**src/rtl/cbm_pkg.sv**
```systemverilog
// Constants for the cartridge bank address mapper
package cbm_pkg;
  localparam int CBM_AW = 20;
  localparam logic [19:0] CBM_SPACE_LAST = 20'hfffff;
  localparam logic [19:0] CBM_RAM_BASE = 20'h00000;
  localparam logic [19:0] CBM_RAM_LAST = 20'h0ffff;
  localparam logic [19:0] CBM_UNUSED_BASE = 20'h10000;
  localparam logic [19:0] CBM_UNUSED_LAST = 20'h5ffff;
  localparam logic [19:0] CBM_RECOG_BASE = 20'h60000;
  localparam logic [19:0] CBM_RECOG_LAST = 20'h7ffff;
  localparam logic [19:0] CBM_CGEN_BASE = 20'h80000;
  localparam logic [19:0] CBM_CGEN_LAST = 20'hbffff;
  localparam logic [19:0] CBM_KERNEL_BASE = 20'hc0000;
  localparam logic [19:0] CBM_WIN_A_BASE = 20'h40000;
  localparam logic [19:0] CBM_WIN_A_LAST = 20'h7ffff;
  localparam logic [19:0] CBM_WIN_B_BASE = 20'h80000;
  localparam logic [19:0] CBM_WIN_B_LAST = 20'hbffff;
  localparam logic [19:0] CBM_HEADER_ADDR = 20'h40000;
  // Bit positions
  localparam int CBM_TOP_BIT = 19;
  localparam int CBM_PASS_MSB = 17;
  localparam int CBM_QUARTER_LSB = 18;
  // Bank labels of the four cartridge quarters, ascending address
  localparam logic [1:0] CBM_BANK_Q0 = 2'h2;
  localparam logic [1:0] CBM_BANK_Q1 = 2'h0;
  localparam logic [1:0] CBM_BANK_Q2 = 2'h1;
  localparam logic [1:0] CBM_BANK_Q3 = 2'h3;
  // Reset values
  localparam logic CBM_CS_IDLE = 1'b1;
  localparam logic CBM_SYNC_RST = 1'b0;
endpackage

```
**src/rtl/cbm_sync2.sv**
```systemverilog
// Two-flop synchroniser for one level from outside the clock domain
`timescale 1ns/1ps
`default_nettype none
module cbm_sync2
  import cbm_pkg::*;
(
  input wire logic clk,
  input wire logic nrst,
  input wire logic d,
  output logic q
);
  logic meta_r;

  // First stage feeds only the second
  always_ff @(posedge clk or negedge nrst) begin
    if (!nrst) begin
      meta_r <= CBM_SYNC_RST;
      q <= CBM_SYNC_RST;
    end else begin
      meta_r <= d;
      q <= meta_r;
    end
  end
endmodule
`default_nettype wire

```
**src/rtl/cbm_mapper.sv**
```systemverilog
// Real Mode address decoder for the cartridge slot and on-board memories
`timescale 1ns/1ps
`default_nettype none
module cbm_mapper
  import cbm_pkg::*;
(
  input wire logic clk,
  input wire logic nrst,
  input wire logic [19:0] cpu_addr,
  input wire logic cpu_access,
  input wire logic bank_select_port_bit,
  input wire logic cart_target_sel,
  output logic ram_cs_n,
  output logic recog_cs_n,
  output logic cgen_cs_n,
  output logic kernel_cs_n,
  output logic cartridge_chip_select_n,
  output logic cartridge_top_address_line,
  output logic [18:0] cart_addr,
  output logic [1:0] cart_bank,
  output logic header_hit
);
  // Synchronised copies of the two asynchronous controls
  logic bank_sel_s;
  logic cart_tgt_s;
  // Region hits for the current processor address
  logic in_ram;
  logic in_unused;
  logic in_recog;
  logic in_cgen;
  logic in_kernel;
  logic in_cart_win;
  // Qualified requests, one per target
  logic board_go;
  logic ram_req;
  logic recog_req;
  logic cgen_req;
  logic kernel_req;
  logic cart_go;
  // Remapped cartridge address
  logic [19:0] cart_phys;

  // Range test used by every region
  function automatic logic cbm_in(input logic [19:0] a, input logic [19:0] lo,
                                  input logic [19:0] hi);
    cbm_in = (a >= lo) && (a <= hi);
  endfunction

  function automatic logic [1:0] cbm_bank_of(input logic [1:0] q);
    unique case (q)
      2'h0: cbm_bank_of = CBM_BANK_Q0;
      2'h1: cbm_bank_of = CBM_BANK_Q1;
      2'h2: cbm_bank_of = CBM_BANK_Q2;
      2'h3: cbm_bank_of = CBM_BANK_Q3;
    endcase
  endfunction

  // Active-low strobe from a request; one place so every select agrees
  function automatic logic cbm_sel_n(input logic req);
    cbm_sel_n = !req;
  endfunction

  // Port bit comes from an outside pin, so it is synchronised
  cbm_sync2 u_sync_bank (
    .clk(clk),
    .nrst(nrst),
    .d(bank_select_port_bit),
    .q(bank_sel_s)
  );

  // Cartridge target control also arrives asynchronously
  cbm_sync2 u_sync_tgt (
    .clk(clk),
    .nrst(nrst),
    .d(cart_target_sel),
    .q(cart_tgt_s)
  );

  // full 20-bit space, no address beyond it
  always_comb begin
    in_ram = cbm_in(cpu_addr, CBM_RAM_BASE, CBM_RAM_LAST);
    in_unused = cbm_in(cpu_addr, CBM_UNUSED_BASE, CBM_UNUSED_LAST);
    in_recog = cbm_in(cpu_addr, CBM_RECOG_BASE, CBM_RECOG_LAST);
    in_cgen = cbm_in(cpu_addr, CBM_CGEN_BASE, CBM_CGEN_LAST);
    in_kernel = cbm_in(cpu_addr, CBM_KERNEL_BASE, CBM_SPACE_LAST);
    in_cart_win = cbm_in(cpu_addr, CBM_WIN_A_BASE, CBM_WIN_B_LAST);
  end

  // hole stays dark to on-board selects
  // Redundant with the region map, but guards the hole against a stray decode edit
  assign board_go = cpu_access && !in_unused;

  // Per-target requests; the two shared windows yield to the cartridge
  always_comb begin
    ram_req = board_go && in_ram;
    recog_req = board_go && in_recog && !cart_tgt_s;
    cgen_req = board_go && in_cgen && !cart_tgt_s;
    kernel_req = board_go && in_kernel;
  end

  // target selection steers the shared windows
  // Target and bank bits are synchronised, so a switch shows two cycles late
  assign cart_go = cpu_access && in_cart_win && cart_tgt_s;

  // select level replaces the top address bit
  // window A quarter bit 18 stays 1
  // window B quarter bit 18 stays 0
  assign cart_phys = {bank_sel_s, cpu_addr[CBM_QUARTER_LSB:0]};

  // Registered RAM select, one cycle after the access is taken
  always_ff @(posedge clk or negedge nrst) begin
    if (!nrst) begin
      ram_cs_n <= CBM_CS_IDLE;
    end else begin
      ram_cs_n <= cbm_sel_n(ram_req);
    end
  end

  // Registered recognition ROM select
  always_ff @(posedge clk or negedge nrst) begin
    if (!nrst) begin
      recog_cs_n <= CBM_CS_IDLE;
    end else begin
      recog_cs_n <= cbm_sel_n(recog_req);
    end
  end

  // Registered character ROM select
  always_ff @(posedge clk or negedge nrst) begin
    if (!nrst) begin
      cgen_cs_n <= CBM_CS_IDLE;
    end else begin
      cgen_cs_n <= cbm_sel_n(cgen_req);
    end
  end

  // Registered kernel select; ignores target and bank so boot always works
  always_ff @(posedge clk or negedge nrst) begin
    if (!nrst) begin
      kernel_cs_n <= CBM_CS_IDLE;
    end else begin
      kernel_cs_n <= cbm_sel_n(kernel_req);
    end
  end

  // cartridge select
  // One cycle per access cycle; released on the clock edge after access drops
  always_ff @(posedge clk or negedge nrst) begin
    if (!nrst) begin
      cartridge_chip_select_n <= CBM_CS_IDLE;
    end else begin
      cartridge_chip_select_n <= cbm_sel_n(cart_go);
    end
  end

  // cartridge top line
  // Held between accesses so the cartridge never sees a stray bank flip
  always_ff @(posedge clk or negedge nrst) begin
    if (!nrst) begin
      cartridge_top_address_line <= 1'b0;
    end else if (cart_go) begin
      cartridge_top_address_line <= cart_phys[CBM_TOP_BIT];
    end
  end

  // low bits held
  // Kept from the last cartridge access to avoid address glitches
  always_ff @(posedge clk or negedge nrst) begin
    if (!nrst) begin
      cart_addr <= 19'h00000;
    end else if (cart_go) begin
      cart_addr <= cart_phys[18:0];
    end
  end

  // bank label
  // Follows the quarter that the last cartridge access reached
  always_ff @(posedge clk or negedge nrst) begin
    if (!nrst) begin
      cart_bank <= CBM_BANK_Q0;
    end else if (cart_go) begin
      cart_bank <= cbm_bank_of(cart_phys[CBM_TOP_BIT:CBM_QUARTER_LSB]);
    end
  end

  // header at processor address
  // Only the low bank puts cartridge 40000H behind processor 40000H
  always_ff @(posedge clk or negedge nrst) begin
    if (!nrst) begin
      header_hit <= 1'b0;
    end else begin
      header_hit <= cart_go && (cpu_addr == CBM_HEADER_ADDR) && !bank_sel_s;
    end
  end
endmodule
`default_nettype wire

```
**config.mk**
```make
export PLATFORM = sky130hd
export DESIGN_NAME = cbm_mapper
export DESIGN_NICKNAME = d
export VERILOG_FILES = /design/src/rtl/cbm_pkg.sv /design/src/rtl/cbm_sync2.sv /design/src/rtl/cbm_mapper.sv
export SDC_FILE = /design/constraint.sdc
export NUM_CORES = 1
export LEC_CHECK = 0
export BUFFER_PORTS_ARGS = -buffer_cell sky130_fd_sc_hd__buf_2
export CORE_MARGIN = 1.5
export CORE_UTILIZATION = 25
export CTS_CLUSTER_SIZE = 28
export DETAILED_ROUTE_END_ITERATION = 6
export PLACE_DENSITY_LB_ADDON = 0.2
export SYNTH_ARGS = -nofsm -noshare
export SYNTH_HDL_FRONTEND = slang
export SYNTH_SLANG_ARGS = --single-unit
```
**constraint.sdc**
```tcl
create_clock -name clk -period 3.1 [get_ports clk]
set_clock_uncertainty 0.15 [all_clocks]
set_input_delay 0.155 -clock clk [delete_from_list [all_inputs] [get_ports clk]]
set_output_delay 0.155 -clock clk [all_outputs]
set_load 0.02 [all_outputs]
```
Yosys cells after proc, flatten, opt, wreduce, memory -nomap -nowiden --
Index checks and enable logic that the tools add are counted.
Word-level totals: register bits 32, input bits 25
Cells by class: order comparisons 11, equal/unequal tests 4, muxes and demuxes 1, reduce and logical (&&, ||, !) cells 26
Operator list (number):
- >= comparator 20 x 19 -> 1 bit (second input constant) | 2
- >= comparator 20 bit (second input constant) | 2
- less-or-equal comparator 20 x 19 -> 1 bit (second input constant) | 2
- less-or-equal comparator 20 bit (second input constant) | 2
- equality test 20 x 19 -> 1 bit (second input constant) | 1
- >= comparator 20 x 1 -> 1 bit (second input constant) | 1
- >= comparator 20 x 17 -> 1 bit (second input constant) | 1
- less-or-equal comparator 20 x 16 -> 1 bit (second input constant) | 1
- logical AND 1 bit | 17
- logical NOT 1 bit | 8
- one-hot mux 2 bit (4 select lines) | 1
- equality test 2 bit (second input constant) | 2
- equality test 2 x 1 -> 1 bit (second input constant) | 1
- logical NOT 2 bit | 1

Longest topological paths before layout --
Gate-level depths: netlist of the first run.
depth in word-level cells 7, mapped depth 5, gate-level depth less buffers 4

Modules after synthesis --
A second synthesis of the first run with hierarchy kept.
Unflattened totals: cells, all modules 82, area, all modules 1327.5 sq um
By module, submodules not included:
- cbm_mapper | times used 1, cells each 78, area an instance 1227.4 sq um, seq. area each 708.2 sq um
- cbm_sync2 | times used 2, cells each 2, area an instance 50.0 sq um, seq. area each 50.0 sq um

Worst setup path after synthesis of the first run --
No wires, ideal clock.
path type reg-to-reg, start point register u_sync_tgt.q, end point register cart_addr[0], library setup time 125 ps, arrival time 1107 ps, required time 2825 ps, path slack 1718 ps, cell stages (with the launch flop) 5, path buffers 1, cell sequence dfrtp_1 > nand2_1 > nor2_4 > buf_6 > mux2_4
Between the ends: longest elaborated chain between the ends 1
Ends and longest elaborated chain:
- start: declaration | line cbm_sync2.sv:10 | output logic q
- start signal: assignment | line cbm_sync2.sv:21 | q <= meta_r;
- logical AND 1 bit | line cbm_mapper.sv:103 | assign cart_go = cpu_access && in_cart_win && cart_tgt_s;
- end signal: assignment | line cbm_mapper.sv:172 | cart_addr <= cart_phys[18:0];
- end: declaration | line cbm_mapper.sv:19 | output logic [18:0] cart_addr,
Every way passes these cells. A chain may end at the register's enable or synchronous reset.

Worst setup path after layout of the first run --
start point input cpu_addr[19], end point register cart_addr[14]
Between the ends: longest elaborated chain between the ends 4, elaborated cells on any way between the ends 5, those cells by class order compare: 2; reduce/logical: 3
Ends and longest elaborated chain:
- start: declaration | line cbm_mapper.sv:9 | input wire logic [19:0] cpu_addr,
- >= comparator 20 x 19 -> 1 bit or less-or-equal comparator 20 bit (tied branches) | line cbm_mapper.sv:46 | cbm_in = (a >= lo) && (a <= hi);
- logical AND 1 bit * | line cbm_mapper.sv:46
- logical AND 1 bit * (2 in series) | line cbm_mapper.sv:103
Every way passes the cells marked *; elsewhere a longest branch is shown, timed or not.

==> metrics.txt, run 1 <==
global-route wire length before repair=a little under 5000 um; RSZ-0062 raised after global routing=false; Rel. slew slack=0.451; period utilisation layout=0.664; CP max FO=21; Worst R2R Path Depth=3; number of hold violations in the final report=0; reg-to-reg startpoint=u_sync_tgt.q; crit path cell chain=dlygate4sd3_1 -> buf_2 -> xnor2_2 -> nor2_4 -> mux2_2; Final #Nets=191; synthesized area=roughly 1300 um2; drc violations=0; Final setup viols=0; Power Dens Cells=597 nW/um2; Leak=roughly 0.00091 uW; post-synthesis cell type with the largest combined area=dfrtp_1; Max-Cap Viols=0; final instance area=1970 um2; clock root buffer=clkbuf_8; Detail Route Antenna Nets=0; hold_ws=26.1 ps; n_diodes=0; Die Width=75.8 um; largest net degree at the start of global routing=33; fmax=0.486 GHz; Post-Route WL=between 3000 and 4000 um; Chip Height=75.8 um; grt ovf=0; layout cells sized above 1=0.527; post-CTS setup buffer count=0; number of synthesized register bits=32; clk slew on worst S/H paths=70 ps; Num CTS Buffers=5; post-synthesis instance total=84; drt via density=4.17; critical path class=input port to flop; storage element area=808 um2; Avg WL per Cell=about 13 um; worst reg2reg path endpoint=cart_addr[14]; DPL Wire Length=approximately 2000 um; max-slew violations=0; worst min path class=input port to flop; Site Rows=26; I/O pin count=53; total number of vias=roughly 980; cell family with most CP delay=buffers and inverters; grt met3 use=0.0423; Critical-path top delay cell=nor2_4; WHS Endpoint=kernel_cs_n; setup TNS=0 ps; H-Tree Level Count=2; GP Congestion=0.740; port bufs=52; main area contributors after synthesis=dfrtp_1, mux2_4, dfstp_2; syn nets=111; Placed Cells=203; Ys Warns=0; Fillers=510; grt met1 use=0.148; Core Area=5110 um2; Hold Crit Depth=2; Critical Path AT=2080 ps; Placed Area=1640 um2; Buf/Inv on CP=2; initial antenna violation count=0; worst path required time=3120 ps; CTS Sinks=32; die area=5740 um2; syn_area_per_cell=15.8 um2; Seq/Total Area, Yosys=0.611; Multi-input gate area=roughly 480 um2; Worst setup EP type=flop; GRT Resource Usage Total=0.119; Startpoint Class=input port; status=finished, final reports clean; vias in the first global route=1,004; WP depth=5; worst hold start=cpu_addr[18]; Detailed Routing Iterations Pass 1=4; synth unique cells=22; latest clock arrival within the worst-skew pair=270 ps; timing startpoint of the critical path=cpu_addr[19]; CTS tree=done; fin crit period=2060 ps; slowest stage delay, CP=640 ps; DRT iter0 DRCs=51; area grow syn2layout=48.5%; Initial Util=0.259; met2 Use GR=0.177; Worst R2R Setup Slack=1210 ps; Least-Margin Pin Slew=822 ps; clock buffer depth=2; Worst VDD drop=0.178 mV; non-filler instance count after layout=235; Top Usage Layer GRT=met2; fraction of post-synthesis cell area in the top cell type by area=0.491; post-layout util=0.385
==> cells in the mapped netlist (all sizes together) <==
cell type,instances
dfrtp,26
o21bai,1
nand2,2
inv,2
nor3,1
nor2,5
nor4,3
nand3,6
ha,2
dfstp,6
mux2,20
and2b,1
nor4b,1
o21ai,1
buf,3
a22o,1
o31ai,1
nand4b,1
xnor2,1
==> cell usage in the layout, fill, tap and decap left out, types with 2 or more instances in the layout <==
cell type      instances
inv_1                  2
ha_1                   2
dfrtp_1               26
nand2_1                2
clkbuf_8               5
clkbuf_1               2
dlygate4sd3_1         24
mux2_4                19
nor4_1                 3
nand3_1                6
dfstp_2                6
nor2_1                 4
buf_2                 52
==> state kept, by name, indices dropped and copies added, names as in the netlist <==
register	cells
cartridge_chip_select_n	1
u_sync_tgt.meta_r	1
cart_addr	19
kernel_cs_n	1
recog_cs_n	1
cart_bank	2
ram_cs_n	1
u_sync_bank.meta_r	1
header_hit	1
u_sync_bank.q	1
cartridge_top_address_line	1
cgen_cs_n	1
u_sync_tgt.q	1
==> cells by family (layout without fill, tap and decap cells) <==
group           Yosys count  after routing  synth area share
flops                    32             32             0.611
fa+ha+maj                 2              2            0.0189
xor+xnor                  1              1            0.0123
mux                      20             20             0.224
buf+inv                   5             86            0.0265
simple gates             20             20            0.0860
compound gates            4              4            0.0217
==> layer usage <==
layer,up-vias,part of all wire,wire length (um)
li1,453,-,-
met1,483,0.44,1360
met2,37,0.47,1470
met3,8,0.058,180
met4,0,0.026,81
met5,-,0,0
==> how the worst max path moves through the flow <==
stage and endpoint:
2_1_floorplan cart_addr[0], 3_3_place_gp cart_addr[14], 3_5_place_dp cart_addr[14], 4_1_cts cart_addr[14], 5_1_grt cart_addr[14], 6_report cart_addr[14]
==> worst register-to-register path: cells and delay by family (launching register included) <==
| family | cells | cell delay, ps |
|---|---|---|
| simple gates | 2 | 830 |
| flops | 1 | 390 |
| mux | 1 | 420 |
==> final cells by class <==
cell class,instances,share of cell area
timing repair buffer,76,0.255
multi-input combinational,47,0.244
clock buffer,7,0.0388
tap,70,0.0446
clock inverter,1,0.00255
sequential,32,0.411
inverter,2,0.00382
==> per-stage QoR <==
stage	power, uW	setup slack [ps]
5_1_grt	1250	959
3_3_place_gp	851	1250
2_1_floorplan	739	1720
4_1_cts	1190	1040
3_5_place_dp	854	1190
6_report	1170	1040
==> power breakdown <==
group | leakage, uW | switching (uW) | internal [uW]
registers | 0.000371 | 39.4 | 493
clock network | 0.0000422 | 147 | 157
logic | 0.000500 | 169 | 167
==> repair_timing <==
action	CTS	global route
hold buffers	24	0
hold endpoints to repair	50	0
resized for setup	0	0
Power figures use the tool's default switching activity.
==> inputs of run 2 (changes only) <==
==> constraint.sdc (replaced) <==
create_clock -name clk -period 2 [get_ports clk]
set_clock_uncertainty 0.15 [all_clocks]
set_input_delay 0.1 -clock clk [delete_from_list [all_inputs] [get_ports clk]]
set_output_delay 0.1 -clock clk [all_outputs]
set_load 0.02 [all_outputs]
==> run 2 against run 1 <==
  * Design area is 3.0% higher
  * Die area stayed put
  * Power is 58% higher
  * Worst setup slack worse by 690 ps
  * Non-clock buffer count is 4 higher
  * Clock-buffer cell count is 1 higher
  * Combinational power is 58% higher
  * Clock power is 65% higher
  * Worst hold slack better by 170 ps
  * Critical path depth is 1 higher
  * Largest power group unchanged
==> metrics.txt, run 2 (synthesized netlist as in run 1, its figures left out) <==
WHS Endpoint=u_sync_tgt.q (was kernel_cs_n); worst path required time=2010 ps (was 3120 ps); die area=5740 um2 (unchanged); commonest non-fill, non-tap cell in the layout=buf_2 (unchanged); global-route wire length before repair=5040 um (was 4840 um); setup TNS=0 ps (unchanged); crit path cell chain=dlygate4sd3_1 -> buf_2 -> xnor2_2 -> nor2_4 -> buf_12 -> mux2_2 (was dlygate4sd3_1 -> buf_2 -> xnor2_2 -> nor2_4 -> mux2_2); port bufs=52 (unchanged); Startpoint Class=input port (unchanged); Chip Height=75.8 um (unchanged); Rel. slew slack=0.522 (was 0.451); CP max FO=21 (unchanged); post-layout util=0.396 (was 0.385); Final setup viols=0 (unchanged); layout cells sized above 1=0.521 (was 0.527); worst reg2reg path endpoint=cart_addr[14] (unchanged); GP Congestion=0.708 (was 0.740); Biggest register=cart_addr (unchanged); grt ovf=0 (unchanged); Die Width=75.8 um (unchanged); reg-to-reg startpoint=u_sync_tgt.q (unchanged); post-CTS setup buffer count=0 (unchanged); Max-Cap Viols=0 (unchanged); latest clock arrival within the worst-skew pair=280 ps (was 270 ps); DPL Wire Length=2140 um (was 2040 um); Avg WL per Cell=13.5 um (was 13.2 um); Power Dens Cells=918 nW/um2 (was 597 nW/um2); max-slew violations=0 (unchanged); Critical Path AT=1660 ps (was 2080 ps); max FFs per register=19 (unchanged); Worst R2R Path Depth=4 (was 3); Worst setup EP type=flop (unchanged); non-filler instance count after layout=239 (was 235); I/O pin count=53 (unchanged); n_diodes=0 (unchanged); drt via density=4.11 (was 4.17); DRT iter0 DRCs=43 (was 51); fin crit period=1640 ps; Placed Cells=204 (was 203); Fillers=499 (was 510); Worst R2R Setup Slack=480 ps (was 1210 ps); Detail Route Antenna Nets=0 (unchanged); Leak=0.000933 uW (was 0.000913 uW); Placed Area=1660 um2 (was 1640 um2); worst min path class=flop to flop (was input port to flop); most frequent cells in the layout=buf_2, dlygate4sd3_1, dfrtp_1, mux2_4 (was buf_2, dfrtp_1, dlygate4sd3_1, mux2_4); Post-Route WL=3220 um (was 3100 um); Buf/Inv on CP=3 (was 2); Core Area=5110 um2 (unchanged); vias in the first global route=1,055 (was 1,004); Worst VDD drop=0.261 mV (was 0.178 mV); final instance area=2020 um2 (was 1970 um2); Site Rows=26 (unchanged); initial antenna violation count=0 (unchanged); drc violations=0 (unchanged); CTS tree=done (unchanged); CTS Sinks=32 (unchanged); overall power=1860 uW (was 1170 uW); clock root buffer=clkbuf_8 (unchanged); clock buffer depth=2 (unchanged); area grow syn2layout=52.9% (was 48.5%); largest registers=cart_addr: 19 flops, cart_bank: 2 flops (unchanged); post-CTS resize count=0 (unchanged); GRT Resource Usage Total=0.124 (was 0.119); RSZ-0062 raised after global routing=false (unchanged); H-Tree Level Count=2 (unchanged); period utilisation layout=0.822; largest net degree at the start of global routing=33 (unchanged); Detailed Routing Iterations Pass 1=4 (unchanged); Num CTS Buffers=5 (unchanged); clk slew on worst S/H paths=60 ps (was 70 ps); total number of vias=983 (was 981); status=finished, final reports clean (unchanged); Initial Util=0.259 (unchanged); number of hold violations in the final report=0 (unchanged); Final #Nets=195 (was 191); slowest stage delay, CP=530 ps (was 640 ps); critical path class=input port to flop (unchanged); Hold Crit Depth=0 (was 2); Critical-path top delay cell=dlygate4sd3_1 (was nor2_4); Least-Margin Pin Slew=716 ps (was 822 ps); cell family with most CP delay=buffers and inverters (unchanged); worst hold start=u_sync_tgt.meta_r (was cpu_addr[18]); fmax=0.608 GHz
run 2: worst max path at each step:
stage | from | endpoint | slack (ps) | cells past startpoint
final | cpu_addr[18] | cart_addr[14] | 360 | 6
after global routing | cpu_addr[18] | cart_addr[14] | 310 | 6
after floorplan | u_sync_tgt.q | cart_addr[0] | 620 | 4
after detailed placement | u_sync_tgt.q | cart_addr[14] | 500 | 4
after CTS | cpu_addr[18] | cart_addr[14] | 350 | 6
after global placement | u_sync_tgt.q | cart_addr[14] | 530 | 4
run 2: stage by stage:
step	setup WS [ps]	hold slack (ps)
2_1_floorplan	618	-346
3_3_place_gp	525	34.7
3_5_place_dp	497	47.5
4_1_cts	353	203
5_1_grt	311	219
6_report	356	200
run 2: area by class of cell:
type | instances | area (um2) | share of cell area
Tap cell | 70 | 87.6 | 0.0433
Sequential cell | 32 | 808 | 0.399
Timing Repair Buffer | 80 | 551 | 0.272
Multi-Input combinational cell | 47 | 480 | 0.237
Inverter | 2 | 7.51 | 0.00371
Clock buffer | 8 | 90.1 | 0.0445
run 2: power breakdown:
group	internal, uW	switching [uW]
Clock	280	223
Combinational	265	266
Sequential	764	59.2
Total	1310	548
run 2: repair_timing:
item                                   in CTS  in global routing
endpoints found under the hold margin      51                  0
hold buffers                               27                  0
setup endpoints to repair                   0                  0
run 2: routing by layer:
layer	track usage	part of all wire	up-vias
met2	0.195	0.48	33
met4	0.0774	0.020	0
met1	0.141	0.44	478
li1	-	-	466
met5	0	0	-
met3	0.0463	0.059	6
